### config.mk
export PLATFORM = sky130hd
export DESIGN_NAME = mcdma_top
export DESIGN_NICKNAME = d
export VERILOG_FILES = /design/src/mcdma_pkg.sv /design/src/mcdma_arb.sv /design/src/mcdma_top.sv
export VERILOG_INCLUDE_DIRS = /design/src
export SDC_FILE = /design/constraint.sdc
export NUM_CORES = 1
export LEC_CHECK = 0
export BUFFER_PORTS_ARGS = -buffer_cell sky130_fd_sc_hd__buf_2
export CORE_ASPECT_RATIO = 1.75
export CORE_MARGIN = 2
export CORE_UTILIZATION = 65
export CTS_BUF_LIST = sky130_fd_sc_hd__clkbuf_4 sky130_fd_sc_hd__clkbuf_8
export DETAILED_ROUTE_END_ITERATION = 10
export PLACE_DENSITY = 0.95
export SLEW_MARGIN = 5
export SYNTH_ARGS = -nofsm -noshare
export SYNTH_HDL_FRONTEND = slang
export SYNTH_HIERARCHICAL = 1
export SYNTH_SLANG_ARGS = --single-unit
### constraint.sdc
create_clock -name clk -period 5.1 [get_ports clk]
set_clock_uncertainty 0.1 [all_clocks]
set_input_delay 0.51 -clock clk [delete_from_list [all_inputs] [get_ports clk]]
set_output_delay 0.51 -clock clk [all_outputs]
set_load 0.01 [all_outputs]
### src/mcdma_params.svh
// Constants of the four-channel DMA controller: register offsets,
// control-word fields, mode and code values, descriptor layout.
// Included by the top module and the bench; holds definitions and nothing else.
`ifndef MCDMA_PARAMS_SVH
`define MCDMA_PARAMS_SVH

// ==========================================================
// Register offsets (byte addresses, one word each)
`define MCDMA_OFS_CFG      8'h00
`define MCDMA_OFS_BASE     8'h04
`define MCDMA_OFS_ALT      8'h08
`define MCDMA_OFS_SWREQ    8'h0C
`define MCDMA_OFS_PRSET    8'h10
`define MCDMA_OFS_PRCLR    8'h14
`define MCDMA_OFS_RMSET    8'h18
`define MCDMA_OFS_RMCLR    8'h1C
`define MCDMA_OFS_ENSET    8'h20
`define MCDMA_OFS_ENCLR    8'h24
`define MCDMA_OFS_PASET    8'h28
`define MCDMA_OFS_PACLR    8'h2C
`define MCDMA_OFS_DONE     8'h30
`define MCDMA_OFS_ERR      8'h34
`define MCDMA_OFS_DIESET   8'h38
`define MCDMA_OFS_DIECLR   8'h3C
`define MCDMA_OFS_EIESET   8'h40
`define MCDMA_OFS_EIECLR   8'h44

// ==========================================================
// Descriptor layout
`define MCDMA_ALT_OFS      32'h00000040
`define MCDMA_BASE_ZERO    7'h00
`define MCDMA_IDX_SRC      2'h0
`define MCDMA_IDX_DST      2'h1
`define MCDMA_IDX_CTL      2'h2

// ==========================================================
// Control word fields
`define MCDMA_DINC_MSB     31
`define MCDMA_DINC_LSB     30
`define MCDMA_DSIZE_MSB    29
`define MCDMA_DSIZE_LSB    28
`define MCDMA_SINC_MSB     27
`define MCDMA_SINC_LSB     26
`define MCDMA_SSIZE_MSB    25
`define MCDMA_SSIZE_LSB    24
`define MCDMA_R_MSB        17
`define MCDMA_R_LSB        14
`define MCDMA_CNT_MSB      13
`define MCDMA_CNT_LSB      4
`define MCDMA_MODE_MSB     2
`define MCDMA_MODE_LSB     0

// ==========================================================
// Codes
`define MCDMA_INC_NONE     2'h3
`define MCDMA_SIZE_RSVD    2'h3
`define MCDMA_SIZE_WORD    2'h2
`define MCDMA_M_STOP       3'h0
`define MCDMA_M_BASIC      3'h1
`define MCDMA_M_AUTO       3'h2
`define MCDMA_M_PING       3'h3
`define MCDMA_M_MSG_PRI    3'h4
`define MCDMA_M_MSG_ALT    3'h5
`define MCDMA_M_PSG_PRI    3'h6
`define MCDMA_M_PSG_ALT    3'h7

`endif

### src/mcdma_pkg.sv
// Types of the four-channel DMA controller.
// Constants live in mcdma_params.svh; this package holds only types.
package mcdma_pkg;

  typedef enum logic [3:0] {
    S_IDLE, S_FETCH, S_FW, S_FCAP, S_RD, S_RW, S_RCAP, S_WR, S_WB
  } mcdma_state_t;

  // Memory request: read data return in the cycle after req
  typedef struct packed {
    logic        req;
    logic        we;
    logic [1:0]  size;
    logic [31:0] addr;
    logic [31:0] wdata;
  } mcdma_mem_t;

  typedef struct packed {
    mcdma_state_t state;
    logic [1:0]   ch;
    logic         use_alt;
    logic [1:0]   idx;
    logic [2:0]   mode;
    logic         fin;
    logic [10:0]  burst;
    logic [31:0]  src;
    logic [31:0]  dst;
    logic [31:0]  ctl;
    logic [31:0]  data;
    logic         mst_en;
    logic [31:0]  base;
    logic [3:0]   swreq;
    logic [3:0]   auto;
    logic [3:0]   prio;
    logic [3:0]   mask;
    logic [3:0]   en;
    logic [3:0]   alt;
    logic [3:0]   done;
    logic [3:0]   err;
    logic [3:0]   done_ie;
    logic [3:0]   err_ie;
    logic [31:0]  rdata;
    logic         irq;
    logic [3:0]   hw_ack;
    mcdma_mem_t   mem;
  } mcdma_st_t;

endpackage

### src/mcdma_arb.sv
// Fixed two-level channel picker for the DMA controller.
// Purely combinational; the caller registers whatever it takes from it.
`timescale 1ns/1ps

module mcdma_arb
(
  input  wire logic [3:0] pend,
  input  wire logic [3:0] hi,
  output logic            any,
  output logic [1:0]      gnt
);

  logic [3:0] pick;

  always_comb
  begin
    pick = ((pend & hi) != 4'h0) ? (pend & hi) : pend;
    any  = (pend != 4'h0);
    gnt  = 2'h0;
    // Scan downward so the lowest set channel is left last
    for (int i = 3; i >= 0; i--)
    begin
      if (pick[i])
      begin
        gnt = 2'(i);
      end
    end
  end

endmodule

### src/mcdma_top.sv
// Four-channel DMA controller: register file, arbitration, descriptor
// fetch, element moves and descriptor write-back.
// Assumes a memory that takes one request per cycle and returns read
// data in the cycle after the request, with no stall.
`timescale 1ns/1ps
`include "mcdma_params.svh"

module mcdma_top
(
  input  wire logic              clk,
  input  wire logic              nrst,
  input  wire logic [7:0]        reg_addr,
  input  wire logic [31:0]       reg_wdata,
  input  wire logic              reg_wr,
  input  wire logic              reg_rd,
  output logic [31:0]            reg_rdata,
  input  wire logic [3:0]        hw_req,
  output logic [3:0]             hw_ack,
  output mcdma_pkg::mcdma_mem_t  mem_out,
  input  wire logic [31:0]       mem_rdata,
  output logic                   dma_irq
);

  mcdma_pkg::mcdma_st_t st;
  mcdma_pkg::mcdma_st_t n;
  logic [3:0]           pend;
  logic                 any;
  logic [1:0]           gnt;

  // Step code doubles as a shift amount; no-step keeps the end address
  function automatic logic [31:0] elem_addr(input logic [31:0] ep,
                                            input logic [9:0]  cnt,
                                            input logic [1:0]  inc);
    if (inc == `MCDMA_INC_NONE)
    begin
      return ep;
    end
    return ep - ({22'h0, cnt} << inc);
  endfunction

  // ==========================================================
  // Arbitration
  always_comb
  begin
    pend = 4'h0;
    if (st.mst_en)
    begin
      pend = st.en & (st.swreq | st.auto | (hw_req & ~st.mask));
    end
  end

  mcdma_arb u_arb
  (
    .pend (pend),
    .hi   (st.prio),
    .any  (any),
    .gnt  (gnt)
  );

  // ==========================================================
  // Next state
  always_comb
  begin
    logic [9:0]  cnt;
    logic [31:0] daddr;
    logic [10:0] bnext;
    cnt   = st.ctl[`MCDMA_CNT_MSB:`MCDMA_CNT_LSB];
    daddr = {st.base[31:7], st.use_alt, st.ch, st.idx, 2'b00};
    bnext = st.burst + 11'h1;
    n = st;
    n.mem.req = 1'b0;
    n.mem.we  = 1'b0;
    n.hw_ack  = 4'h0;
    // Flags clear before hardware sets so a same-cycle event survives
    if (reg_wr && reg_addr == `MCDMA_OFS_DONE)
    begin
      n.done = st.done & ~reg_wdata[3:0];
    end
    if (reg_wr && reg_addr == `MCDMA_OFS_ERR)
    begin
      n.err = st.err & ~reg_wdata[3:0];
    end
    unique case (st.state)
      mcdma_pkg::S_IDLE:
      begin
        if (any)
        begin
          n.ch      = gnt;
          n.use_alt = st.alt[gnt];
          n.idx     = `MCDMA_IDX_SRC;
          n.state   = mcdma_pkg::S_FETCH;
        end
      end
      mcdma_pkg::S_FETCH:
      begin
        n.mem.req  = 1'b1;
        n.mem.size = `MCDMA_SIZE_WORD;
        n.mem.addr = daddr;
        n.state    = mcdma_pkg::S_FW;
      end
      mcdma_pkg::S_FW:
      begin
        n.state = mcdma_pkg::S_FCAP;
      end
      mcdma_pkg::S_FCAP:
      begin
        unique case (st.idx)
          `MCDMA_IDX_SRC: n.src = mem_rdata;
          `MCDMA_IDX_DST: n.dst = mem_rdata;
          default:        n.ctl = mem_rdata;
        endcase
        n.state = mcdma_pkg::S_IDLE;
        if (st.idx != `MCDMA_IDX_CTL)
        begin
          n.idx   = st.idx + 2'h1;
          n.state = mcdma_pkg::S_FETCH;
        end
        else if (mem_rdata[`MCDMA_MODE_MSB:`MCDMA_MODE_LSB] == `MCDMA_M_STOP)
        begin
          n.en[st.ch]    = 1'b0;
          n.swreq[st.ch] = 1'b0;
          n.auto[st.ch]  = 1'b0;
        end
        else if (mem_rdata[`MCDMA_SSIZE_MSB:`MCDMA_SSIZE_LSB] == `MCDMA_SIZE_RSVD ||
                 mem_rdata[`MCDMA_SSIZE_MSB:`MCDMA_SSIZE_LSB] !=
                 mem_rdata[`MCDMA_DSIZE_MSB:`MCDMA_DSIZE_LSB])
        begin
          // Reserved or unequal widths cannot be moved safely
          n.err[st.ch]   = 1'b1;
          n.en[st.ch]    = 1'b0;
          n.swreq[st.ch] = 1'b0;
          n.auto[st.ch]  = 1'b0;
        end
        else
        begin
          n.burst = 11'h0;
          n.mode  = mem_rdata[`MCDMA_MODE_MSB:`MCDMA_MODE_LSB];
          n.state = mcdma_pkg::S_RD;
        end
      end
      mcdma_pkg::S_RD:
      begin
        n.mem.req  = 1'b1;
        n.mem.size = st.ctl[`MCDMA_SSIZE_MSB:`MCDMA_SSIZE_LSB];
        n.mem.addr = elem_addr(st.src, cnt, st.ctl[`MCDMA_SINC_MSB:`MCDMA_SINC_LSB]);
        n.state    = mcdma_pkg::S_RW;
      end
      mcdma_pkg::S_RW:
      begin
        n.state = mcdma_pkg::S_RCAP;
      end
      mcdma_pkg::S_RCAP:
      begin
        n.data  = mem_rdata;
        n.state = mcdma_pkg::S_WR;
      end
      mcdma_pkg::S_WR:
      begin
        n.mem.req   = 1'b1;
        n.mem.we    = 1'b1;
        n.mem.size  = st.ctl[`MCDMA_DSIZE_MSB:`MCDMA_DSIZE_LSB];
        n.mem.addr  = elem_addr(st.dst, cnt, st.ctl[`MCDMA_DINC_MSB:`MCDMA_DINC_LSB]);
        n.mem.wdata = st.data;
        n.burst     = bnext;
        n.fin       = (cnt == 10'h0);
        if (cnt == 10'h0)
        begin
          n.ctl[`MCDMA_MODE_MSB:`MCDMA_MODE_LSB] = `MCDMA_M_STOP;
        end
        else
        begin
          n.ctl[`MCDMA_CNT_MSB:`MCDMA_CNT_LSB] = cnt - 10'h1;
        end
        // An exponent above 10 shifts to zero and never matches
        if (cnt == 10'h0 || bnext == (11'h1 << st.ctl[`MCDMA_R_MSB:`MCDMA_R_LSB]))
        begin
          n.state = mcdma_pkg::S_WB;
        end
        else
        begin
          n.state = mcdma_pkg::S_RD;
        end
      end
      mcdma_pkg::S_WB:
      begin
        n.mem.req   = 1'b1;
        n.mem.we    = 1'b1;
        n.mem.size  = `MCDMA_SIZE_WORD;
        n.mem.addr  = daddr;
        n.mem.wdata = st.ctl;
        n.hw_ack[st.ch] = 1'b1;
        n.swreq[st.ch]  = 1'b0;
        // Auto and memory scatter-gather resume without a new request
        n.auto[st.ch] = (st.mode == `MCDMA_M_AUTO && !st.fin) ||
                        st.mode == `MCDMA_M_MSG_PRI || st.mode == `MCDMA_M_MSG_ALT;
        if (st.mode == `MCDMA_M_MSG_PRI || st.mode == `MCDMA_M_PSG_PRI)
        begin
          n.alt[st.ch] = 1'b1;
        end
        if (st.fin)
        begin
          unique case (st.mode)
            `MCDMA_M_BASIC, `MCDMA_M_AUTO: n.done[st.ch] = 1'b1;
            `MCDMA_M_PING:
            begin
              n.done[st.ch] = 1'b1;
              n.alt[st.ch]  = ~st.alt[st.ch];
            end
            `MCDMA_M_MSG_ALT, `MCDMA_M_PSG_ALT: n.alt[st.ch] = 1'b0;
            default: n.alt[st.ch] = 1'b1;
          endcase
        end
        n.state = mcdma_pkg::S_IDLE;
      end
    endcase
    // Software set and clear writes land after the engine's updates
    if (reg_wr)
    begin
      unique case (reg_addr)
        `MCDMA_OFS_CFG:    n.mst_en = reg_wdata[0];
        `MCDMA_OFS_BASE:   n.base = {reg_wdata[31:7], `MCDMA_BASE_ZERO};
        `MCDMA_OFS_SWREQ:  n.swreq = n.swreq | reg_wdata[3:0];
        `MCDMA_OFS_PRSET:  n.prio = n.prio | reg_wdata[3:0];
        `MCDMA_OFS_PRCLR:  n.prio = n.prio & ~reg_wdata[3:0];
        `MCDMA_OFS_RMSET:  n.mask = n.mask | reg_wdata[3:0];
        `MCDMA_OFS_RMCLR:  n.mask = n.mask & ~reg_wdata[3:0];
        `MCDMA_OFS_ENSET:  n.en = n.en | reg_wdata[3:0];
        `MCDMA_OFS_ENCLR:  n.en = n.en & ~reg_wdata[3:0];
        `MCDMA_OFS_PASET:  n.alt = n.alt | reg_wdata[3:0];
        `MCDMA_OFS_PACLR:  n.alt = n.alt & ~reg_wdata[3:0];
        `MCDMA_OFS_DIESET: n.done_ie = n.done_ie | reg_wdata[3:0];
        `MCDMA_OFS_DIECLR: n.done_ie = n.done_ie & ~reg_wdata[3:0];
        `MCDMA_OFS_EIESET: n.err_ie = n.err_ie | reg_wdata[3:0];
        `MCDMA_OFS_EIECLR: n.err_ie = n.err_ie & ~reg_wdata[3:0];
        default:           n.mst_en = n.mst_en;
      endcase
    end
    n.rdata = 32'h0;
    if (reg_rd)
    begin
      unique case (reg_addr)
        `MCDMA_OFS_CFG:    n.rdata = {31'h0, st.mst_en};
        `MCDMA_OFS_BASE:   n.rdata = st.base;
        `MCDMA_OFS_ALT:    n.rdata = st.base + `MCDMA_ALT_OFS;
        `MCDMA_OFS_SWREQ:  n.rdata = {28'h0, st.swreq | st.auto};
        `MCDMA_OFS_PRSET, `MCDMA_OFS_PRCLR:   n.rdata = {28'h0, st.prio};
        `MCDMA_OFS_RMSET, `MCDMA_OFS_RMCLR:   n.rdata = {28'h0, st.mask};
        `MCDMA_OFS_ENSET, `MCDMA_OFS_ENCLR:   n.rdata = {28'h0, st.en};
        `MCDMA_OFS_PASET, `MCDMA_OFS_PACLR:   n.rdata = {28'h0, st.alt};
        `MCDMA_OFS_DONE:   n.rdata = {28'h0, st.done};
        `MCDMA_OFS_ERR:    n.rdata = {28'h0, st.err};
        `MCDMA_OFS_DIESET, `MCDMA_OFS_DIECLR: n.rdata = {28'h0, st.done_ie};
        `MCDMA_OFS_EIESET, `MCDMA_OFS_EIECLR: n.rdata = {28'h0, st.err_ie};
        default:           n.rdata = 32'h0;
      endcase
    end
    n.irq = ((n.done & n.done_ie) | (n.err & n.err_ie)) != 4'h0;
  end

  always_ff @(posedge clk or negedge nrst)
  begin
    if (!nrst)
    begin
      st <= '0;
    end
    else
    begin
      st <= n;
    end
  end

  assign reg_rdata = st.rdata;
  assign hw_ack    = st.hw_ack;
  assign mem_out   = st.mem;
  assign dma_irq   = st.irq;

  // ==========================================================
  // Checks
  AST_BASE_ALIGN: assert property (@(posedge clk) disable iff (!nrst)
    st.base[6:0] == 7'h00) else $error("descriptor base not aligned");

  AST_ALT_PTR: assert property (@(posedge clk) disable iff (!nrst)
    reg_rd && reg_addr == `MCDMA_OFS_ALT |=> reg_rdata == $past(st.base) + 32'h40)
    else $error("alternate pointer wrong");

  AST_DESC_ADDR: assert property (@(posedge clk) disable iff (!nrst)
    st.state == mcdma_pkg::S_FW |-> st.mem.req && !st.mem.we &&
    st.mem.addr == st.base + {25'h0, st.use_alt, st.ch, st.idx, 2'b00})
    else $error("descriptor fetch address wrong");

  AST_PRIO_HIGH: assert property (@(posedge clk) disable iff (!nrst)
    any && (pend & st.prio) != 4'h0 |-> st.prio[gnt])
    else $error("low priority channel beat a high one");

  AST_PRIO_LOW: assert property (@(posedge clk) disable iff (!nrst)
    any |-> (pend & ((4'h1 << gnt) - 4'h1) & (st.prio[gnt] ? st.prio : ~st.prio)) == 4'h0)
    else $error("higher channel number beat a lower one");

  AST_MASKED: assert property (@(posedge clk) disable iff (!nrst)
    any && !(st.swreq[gnt] || st.auto[gnt]) |-> hw_req[gnt] && !st.mask[gnt])
    else $error("masked hardware request was served");

  AST_ENABLED: assert property (@(posedge clk) disable iff (!nrst)
    st.state == mcdma_pkg::S_IDLE && any |=> st.state == mcdma_pkg::S_FETCH &&
    $past(st.en[gnt]) && $past(st.mst_en))
    else $error("disabled channel started");

  AST_DONE_FLAG: assert property (@(posedge clk) disable iff (!nrst)
    st.state == mcdma_pkg::S_WB && st.fin && st.mode == `MCDMA_M_BASIC
    |=> st.done[$past(st.ch)] && st.state == mcdma_pkg::S_IDLE)
    else $error("completion flag not raised");

  AST_STOP_MODE: assert property (@(posedge clk) disable iff (!nrst)
    st.state == mcdma_pkg::S_FCAP && st.idx == 2'h2 && mem_rdata[2:0] == 3'h0
    |=> st.state == mcdma_pkg::S_IDLE ##1 !st.mem.we)
    else $error("stop mode moved data");

  AST_SET_REG: assert property (@(posedge clk) disable iff (!nrst)
    reg_wr && reg_addr == `MCDMA_OFS_ENSET |=> (st.en & $past(reg_wdata[3:0])) ==
    $past(reg_wdata[3:0]))
    else $error("set register did not set");

endmodule

; Yosys cells after proc, flatten, opt, wreduce, memory -nomap -nowiden
; Index checks and enable logic that the tools add are counted.
[op_classes]
n_addsub = 6
mul = 0
n_div = 0
n_lt_le_gt_ge = 3
n_eq_ne = 48
shifts = 3
muxes = 76
n_bitwise = 39
reduce_logical = 52
[op_table]
columns = cell, count
row1 = $pmux W32 S12, 1
row2 = $mux W32, 5
row3 = $pmux W34 S3, 1
row4 = $mux W4, 21
row5 = $and A4 B4 Y4, 17
row6 = $eq A8 B6 Y1 const B, 8
row7 = $pmux W32 S2, 1
row8 = $shl A10 B2 Y32, 2
row9 = $sub A32 B32 Y32, 2
row10 = $mux W8, 7
row11 = $or A4 B4 Y4, 14
row12 = $pmux W4 S2, 6
row13 = $pmux W4 S9, 1
row14 = $mux W11, 3
row15 = $add A32 B7 Y32 const B, 1
row16 = $eq A8 B5 Y1 const B, 4
row17 = $pmux W11 S2, 1
row18 = $reduce_or A2 Y1, 11
row19 = $pmux W10 S2, 1
row20 = $ne A2 B2 Y1 const B, 9
row21 = $eq A4 B3 Y1 const B, 4
row22 = $eq A8 B4 Y1 const B, 2
row23 = $eq A8 B7 Y1 const B, 2
row24 = $pmux W8 S2, 1
row25 = other kinds (48), 102
[word_totals]
register_bits = 323
latch_bits = 0
mem_bits_rw = 0
mem_bits_ro = 0
input_bits = 80
output_inout_bits = 105
mem_count = 0

; Depth between registers and ports, before layout
; Gate-level depths: netlist of run 1.
[logic_depth]
word_depth = 16
mapped_depth = 15
ltp_nobuf = 13

; By module
; The synthesis of run 1 kept the hierarchy.
[by_module_without_submodules]
columns = mod, n_inst, cells_each, area_per_inst_um2
row1 = mcdma_top, 1, 1763, 17609.4
row2 = mcdma_arb, 1, 18, 121.4

; Worst setup path after synthesis of run 1
; Ideal clock, no wire load.
[synth_timing]
kind = register to register
start = register st[240] (netlist name)
end = register st, in the netlist mem_out[61]
setup_ns = 0.129
t_arrival_ns = 3.273
path_slack_ns = 1.598
stages_incl_launch_ff = 15
path_buffers = 2
period_less_slack_ns = 3.502
cell_sequence = dfrtp_1 clkbuf_1 clkbuf_1 mux2i_1 nor2_1 a31oi_1 ha_1 o21ai_0 a21oi_1 o21ai_0 a211oi_2 a2111oi_2 xor2_1 a221oi_1 a21oi_1
[synth_between]
elab_chain_cells = 5
[synth_rtl]
columns = item, line_no
row1 = "start, declared", mcdma_top.sv:24  ; mcdma_pkg::mcdma_st_t st;
row2 = "start signal, assigned", mcdma_top.sv:268  ; st <= n;
row3 = "parallel branches: the longest is 3 deep, another holds $sub A32 B32 Y32", n/a
row4 = $mux W32 *, mcdma_top.sv:38  ; return ep - ({22'h0, cnt} << inc);
row5 = $pmux W34 S3 *, mcdma_top.sv:83  ; unique case (st.state)
; Every way passes the cells marked *. The select of a mux whose other input is x is not followed.
; A chain may end at the register's enable or synchronous reset.

; Worst setup path in the final report of run 1
[layout_timing]
start = register st[237] (netlist name)
end = register st, in the netlist mem_out[50]
; Same word-level chain as after synthesis.

==> results of run 1 <==
[kinds of logic after synthesis]
group	count (synthesis)
AOI/OAI and AO/OA	422
xor gates and xnor gates	57
adders and majority gates	35
buffers and inverters	240
DFF	321
muxes	184
other	1
and+or+nand+nor	521
[routing by layer]
metal / up-vias / wire length, µm / track usage
li1: 6453 / - / -
met1: 7044 / 17700 / 0.400
met2: 784 / 25600 / 0.600
met3: 210 / 3520 / 0.0609
met4: 0 / 3390 / 0.236
met5: - / 0 / 0
[power by group through the flow]
| stage | combinational, µW | clock (µW) | sequential (µW) |
|---|---|---|---|
| 6_report | 6070 | 2200 | 4430 |
| 2_1_floorplan | 4860 | 0 | 3950 |
| 3_5_place_dp | 5950 | 0 | 4420 |
| 4_1_cts | 5990 | 2230 | 4380 |
| 5_1_grt | 6620 | 2330 | 4520 |
| 3_3_place_gp | 5760 | 0 | 4350 |
[worst max-delay path: stages (launching register included)]
cell and delay, ns:
dfrtp_1 0.65, nor3_1 0.37, ha_1 0.22, inv_1 0.06, fa_1 0.44, a211oi_1 0.35, o21ai_0 0.32, o21bai_1 0.29
o21bai_1 0.30, o31a_1 0.33, o21ai_0 0.25, a21oi_1 0.11, a221o_1 0.28
[area by class of cell]
type                            instances  area (µm²)
Clock inverter                         12         115
Fill cell                            1904        7850
Sequential cell                       321        8030
Antenna cell                            5        12.5
Tap cell                              328         410
Clock buffer                           69         881
Inverter                               44         165
Timing Repair Buffer                  206        1120
Multi-Input combinational cell       1221        8440
[stage by stage]
step	std cells	setup WS, ns
6_report	2206	0.904
5_1_grt	2206	0.566
4_1_cts	2201	0.991
3_5_place_dp	2119	1.00
3_3_place_gp	2119	1.11
2_1_floorplan	1782	1.60
[final timing paths]
kind | startpoint | end | cells past startpoint
worst min-delay path | reg_wdata[10] | st[155]$_DFFE_PN0P_ | 2
min in group asynchronous | nrst | reg_rdata[25]$_DFF_PN0_ | 2
worst max-delay path | st[237]$_DFFE_PN0P_ | mem_out[50]$_DFFE_PN0P_ | 12
worst max register to register | st[237]$_DFFE_PN0P_ | mem_out[50]$_DFFE_PN0P_ | 12
worst min register to register | mem_out[6]$_DFFE_PN0P_ | mem_out[6]$_DFFE_PN0P_ | 2
max in group asynchronous | nrst | st[181]$_DFFE_PN0P_ | 3
[repair_timing]
action,in CTS,in global routing
endpoints found under the hold margin,79,0
hold buffers,1,0
buffers inserted,0,0
endpoints found under the setup margin,0,0
[registers in the layout, indices dropped and copies added (netlist names), named ones only]
name / flops
dma_irq: 1
hw_ack: 4
mem_out: 68
reg_rdata: 30
st: 210
[cells in the final DEF (no fill, tap or decap), types with 6 or more instances in the layout]
cell type	n
nand2b_1	21
o221ai_1	7
nor4_1	12
nor2b_1	10
o31ai_1	34
a21oi_1	73
o21ai_0	115
clkinv_2	8
o22ai_1	7
o211ai_1	9
dfrtp_1	321
nor2_1	111
inv_1	43
clkbuf_4	11
a221oi_1	17
a222oi_1	10
o21a_1	10
and3_1	13
nand4_1	10
or2_2	6
xnor2_1	27
or3_1	8
a22oi_1	45
nand3_1	30
a211oi_1	10
and2_1	32
xor2_1	30
nand2_1	191
a21o_1	9
mux2i_1	26
mux2_2	156
nor3_1	37
ha_1	33
buf_4	25
a31oi_1	19
buf_2	178
clkbuf_8	58
==> reports/metrics.csv, run 1 <==
metric,value,unit
CTS root buffer,clkbuf_8,
Initial Util,0.656,
Layout Area Growth over Synthesis,8.15,%
Hold Slack,0.0555,ns
Mapped Area,17700,µm²
Reg power frac,0.349,
routability cong.,1.03,
CTS Buf Count,45,
H-tree Lvls,2,
worst path required time,5.47,ns
grt total ovfl,0,
routed len/inst,22.8,µm
Final nets,1954,
Ports,185,
Synth cell types,84,
Worst Max-Slew Pin Slew,1.06,ns
first-pass GRT wire length,78500,µm
share of layout cells above drive strength 1,0.255,
largest net degree at the start of global routing,136,
# resized after CTS,0,
Util after Layout,0.710,
clock network fraction of total power,0.173,
"top cells by count, synth","dfrtp_1 (321), nand2_1 (191), mux2_2 (156)",
Slew Limit Fails,0,
post-route ant nets,0,
Gate power share,0.478,
Post-Route WL,50200,µm
Critical Path Start Type,flip-flop,
Mean Syn Cell Area,9.96,µm²
peak supply drop,0.000414,V
"Reg clk slew, reported paths",0.07,ns
post-synthesis mux area share,0.116,
total chip power,12700,µW
max_slew headroom,0.289,
most common cell in the netlist,dfrtp_1,
Initial DRC Count,1384,
drt pass-1 iters,8,
Rows,80,
initial antenna violation count,5,
Sw Share,0.432,
Max-cap violations,0,
"top cells by area, synth","dfrtp_1 (45%), mux2_2 (9.9%), buf_4 (4.4%)",
Async SR Flop Fraction,1.00,
Final Setup Violations,0,
Cell Pwr Density,662,nW/µm²
Synth Area in Compound Gates,0.161,
CP arrival,4.56,ns
setup TNS,0,ns
Post-Synth Adder-Cell Area,0.0255,
cell-internal power,7210,µW
top-area cell type share of the netlist area,0.453,
drt drc,0,
static leakage,0.00869,µW
via count,14500,
Final min period,4.20,ns
"flops & latches, synth",321,
Peak Freq,238,MHz
fin crit share,0.823,
"Top FF cell, synth",dfrtp_1,
Area after DPL,18200,µm²
CTS tree,yes,
floorplan core area,27000,µm²
clk sink count,321,
Synth Instances,1781,
chip height,222,µm
CP max FO,16,
Hold Fails Final Rpt,0,
RSZ-0062 raised after global routing,false,
main combinational cell family by area after synthesis,compound AO/OA/AOI/OAI gates,
P_sw,5480,µW
die width,129,µm
"Clk Latency, worst-skew pair",0.59,ns
Vias/cell,6.57,
vias in the first global route,14700,
Hold Crit Class,input port to flip-flop,
die area,28700,µm²
critical path class,flip-flop to flip-flop,
IO Port Bufs,179,
Synth Area in XOR/XNOR,0.0282,
cell area after layout,19200,µm²
worst-case clock buffer depth,3,
Total GRT Usage,0.353,
YS warnings,6,
Simple-Gate Fraction of Synth Area,0.143,
largest area contributor in the netlist,dfrtp_1,
status,"finished, final reports clean",
Crit. End Element,flip-flop,
Post-synth EDFFs,0,
r2r setup slk,0.90,ns
hpwl dp,36600,µm
register area share after synthesis,0.453,
Power figures use the tool's default switching activity.
==> run 2, diff against run 1 <==
- ABC_AREA: not set -> 1
- CORE_UTILIZATION: 65 -> 62
- PLACE_DENSITY: 0.95 -> 0.94
- clock period: 5.1 -> 4.2 ns (I/O delays scaled with it)
==> run 2 against run 1 <==
  * Routed wire length grew 11%
  * First-iteration DRC count grew 16%
  * Die area grew 10%
==> reports/metrics.csv, run 2 <==
metric,value,unit
Async SR Flop Fraction,1.00,
Filler cells,2431,
initial antenna violation count,1,
Cell Pwr Density,751,nW/µm²
"commonest non-fill, non-tap cell in the layout",nand2_1,
Initial Util,0.626,
Mean Syn Cell Area,7.44,µm²
Worst Max-Slew Pin Slew,1.00,ns
CTS tree,yes,
grt total ovfl,0,
CTS Buf Count,47,
peak supply drop,0.000445,V
Seq. cell area,8030,µm²
max_slew headroom,0.332,
hpwl dp,40000,µm
Rows,84,
routed len/inst,18.4,µm
fin crit share,0.808,
status,"finished, final reports clean",
register area share after synthesis,0.430,
routability cong.,0.976,
Hold Fails Final Rpt,0,
IO Port Bufs,179,
Max-cap violations,0,
# resized after CTS,0,
"Reg clk slew, reported paths",0.07,ns
via count,17500,
Post-synth EDFFs,0,
Slew Limit Fails,0,
CP max FO,21,
drt drc,0,
floorplan core area,29800,µm²
r2r setup slk,0.81,ns
max reg flops,210,
critical path class,flip-flop to flip-flop,
"Top FF cell, synth",dfrtp_1,
largest net degree at the start of global routing,119,
Top reg by flops,st,
Vias/cell,5.78,
RR Startpoint,st[236]$_DFFE_PN0P_,
CTS root buffer,clkbuf_8,
Initial DRC Count,1604,
Layout Area Growth over Synthesis,9.28,%
CP arrival,3.83,ns
post-route ant nets,0,
largest area contributor in the netlist,dfrtp_1,
Ports,185,
Synth cell types,58,
die width,135,µm
"flops & latches, synth",321,
Hold Slack,0.0275,ns
"top cells by count, synth","nand2_1 (675), dfrtp_1 (321), inv_1 (302)",
area taken by multi-input logic gates,8360,µm²
H-tree Lvls,2,
first-pass GRT wire length,86800,µm
Total GRT Usage,0.350,
Final Setup Violations,0,
worst path required time,4.64,ns
Mapped Area,18700,µm²
"Clk Latency, worst-skew pair",0.62,ns
RSZ-0062 raised after global routing,false,
share of layout cells above drive strength 1,0.134,
chip height,234,µm
setup TNS,0,ns
DP Worst Slack,0.937,ns
top-area cell type share of the netlist area,0.430,
Non-Filler Instances,3026,
most common cell in the netlist,nand2_1,
clk sink count,321,
Hold Crit Class,input port to flip-flop,
Peak Freq,295,MHz
most frequent cells in the layout,"nand2_1 (675), dfrtp_1 (321), inv_1 (302)",
vias in the first global route,17100,
worst-case clock buffer depth,3,
Final Worst Setup Slack,0.806,ns
Critical Path Start Type,flip-flop,
Hold Startpoint,mem_rdata[17],
"top cells by area, synth","dfrtp_1 (43%), nand2_1 (14%), o21ai_0 (7.2%)",
YS warnings,6,
die area,31600,µm²
Final nets,2720,
total chip power,15300,µW
Final min period,3.39,ns
Synth Instances,2513,
reg2reg end,mem_out[56]$_DFFE_PN0P_,
Crit. End Element,flip-flop,
Placed Cells,2913,
Post-Route WL,55700,µm
drt pass-1 iters,6,
worst reg2reg path depth,14,
static leakage,0.0103,µW
Hold Crit Depth,3,
worst-case hold path end point,st[227]$_DFFE_PN0P_,
## run 2: worst max-delay path, cell delays in order (launching register included)
cell and delay [ns]:
dfrtp_1 0.77, o21ai_0 0.28, or2_2 0.36, fa_1 0.47
nand3_1 0.12, nand3_1 0.18, nand3_1 0.17, nand3_1 0.16
nand2_1 0.21, inv_1 0.07, o21bai_1 0.13, nand3_1 0.09
nand3_1 0.10, nand2_1 0.06, inv_1 0.05
## run 2: timing repair
action / 4_1_cts / 5_1_grt
hold buffers: 30 / 0
setup buffers: 0 / 0
hold endpoints to repair: 121 / 0
## run 2: cells by family after synthesis
kind of cell,synth area share
simple gates,0.268
buf+inv,0.124
compound gates,0.125
flops,0.430
fa+ha+maj,0.0242
mux,0.0183
xor+xnor,0.0112
other cells,0.000201
## run 2: final cells by class
class / count / share of cell area
Antenna cell: 2 / 0.000245
Tap cell: 387 / 0.0237
Clock inverter: 11 / 0.00557
Timing Repair Buffer: 225 / 0.0661
Inverter: 311 / 0.0571
Sequential cell: 321 / 0.393
Clock buffer: 70 / 0.0450
Multi-Input combinational cell: 1699 / 0.409
## run 2: power by group
| part | total (µW) | internal, µW | switching [µW] |
|---|---|---|---|
| sequential | 5020 | 4070 | 959 |
| clock | 2790 | 1520 | 1260 |
| combinational | 7530 | 2580 | 4950 |
## run 2: worst max-delay path by stage
| stage | from | end | slack, ns | depth (start not counted) |
|---|---|---|---|---|
| after floorplan | st[237]$_DFFE_PN0P_ | mem_out[54]$_DFFE_PN0P_ | 1.59 | 19 |
| after global placement | st[236]$_DFFE_PN0P_ | mem_out[48]$_DFFE_PN0P_ | 1.01 | 14 |
| after detailed placement | st[241]$_DFFE_PN0P_ | mem_out[57]$_DFFE_PN0P_ | 0.94 | 15 |
| after CTS | st[236]$_DFFE_PN0P_ | mem_out[56]$_DFFE_PN0P_ | 0.92 | 14 |
| after global routing | st[241]$_DFFE_PN0P_ | mem_out[47]$_DFFE_PN0P_ | 0.60 | 17 |
| final | st[236]$_DFFE_PN0P_ | mem_out[56]$_DFFE_PN0P_ | 0.81 | 14 |
## run 2: routing by layer
layer / vias up / global-route usage / wire, µm
met3: 240 / 0.0445 / 3800
met4: 0 / 0.222 / 3690
met2: 866 / 0.608 / 27900
met5: - / 0 / 0
met1: 8205 / 0.406 / 20300
li1: 8192 / - / -
## run 2: metrics by stage
step | area [µm²] | util
after floorplan | 18700 | -
after global placement | 19100 | 0.640
after detailed placement | 19100 | 0.640
after CTS | 20400 | 0.684
after global routing | 20400 | 0.684
final | 20400 | 0.685
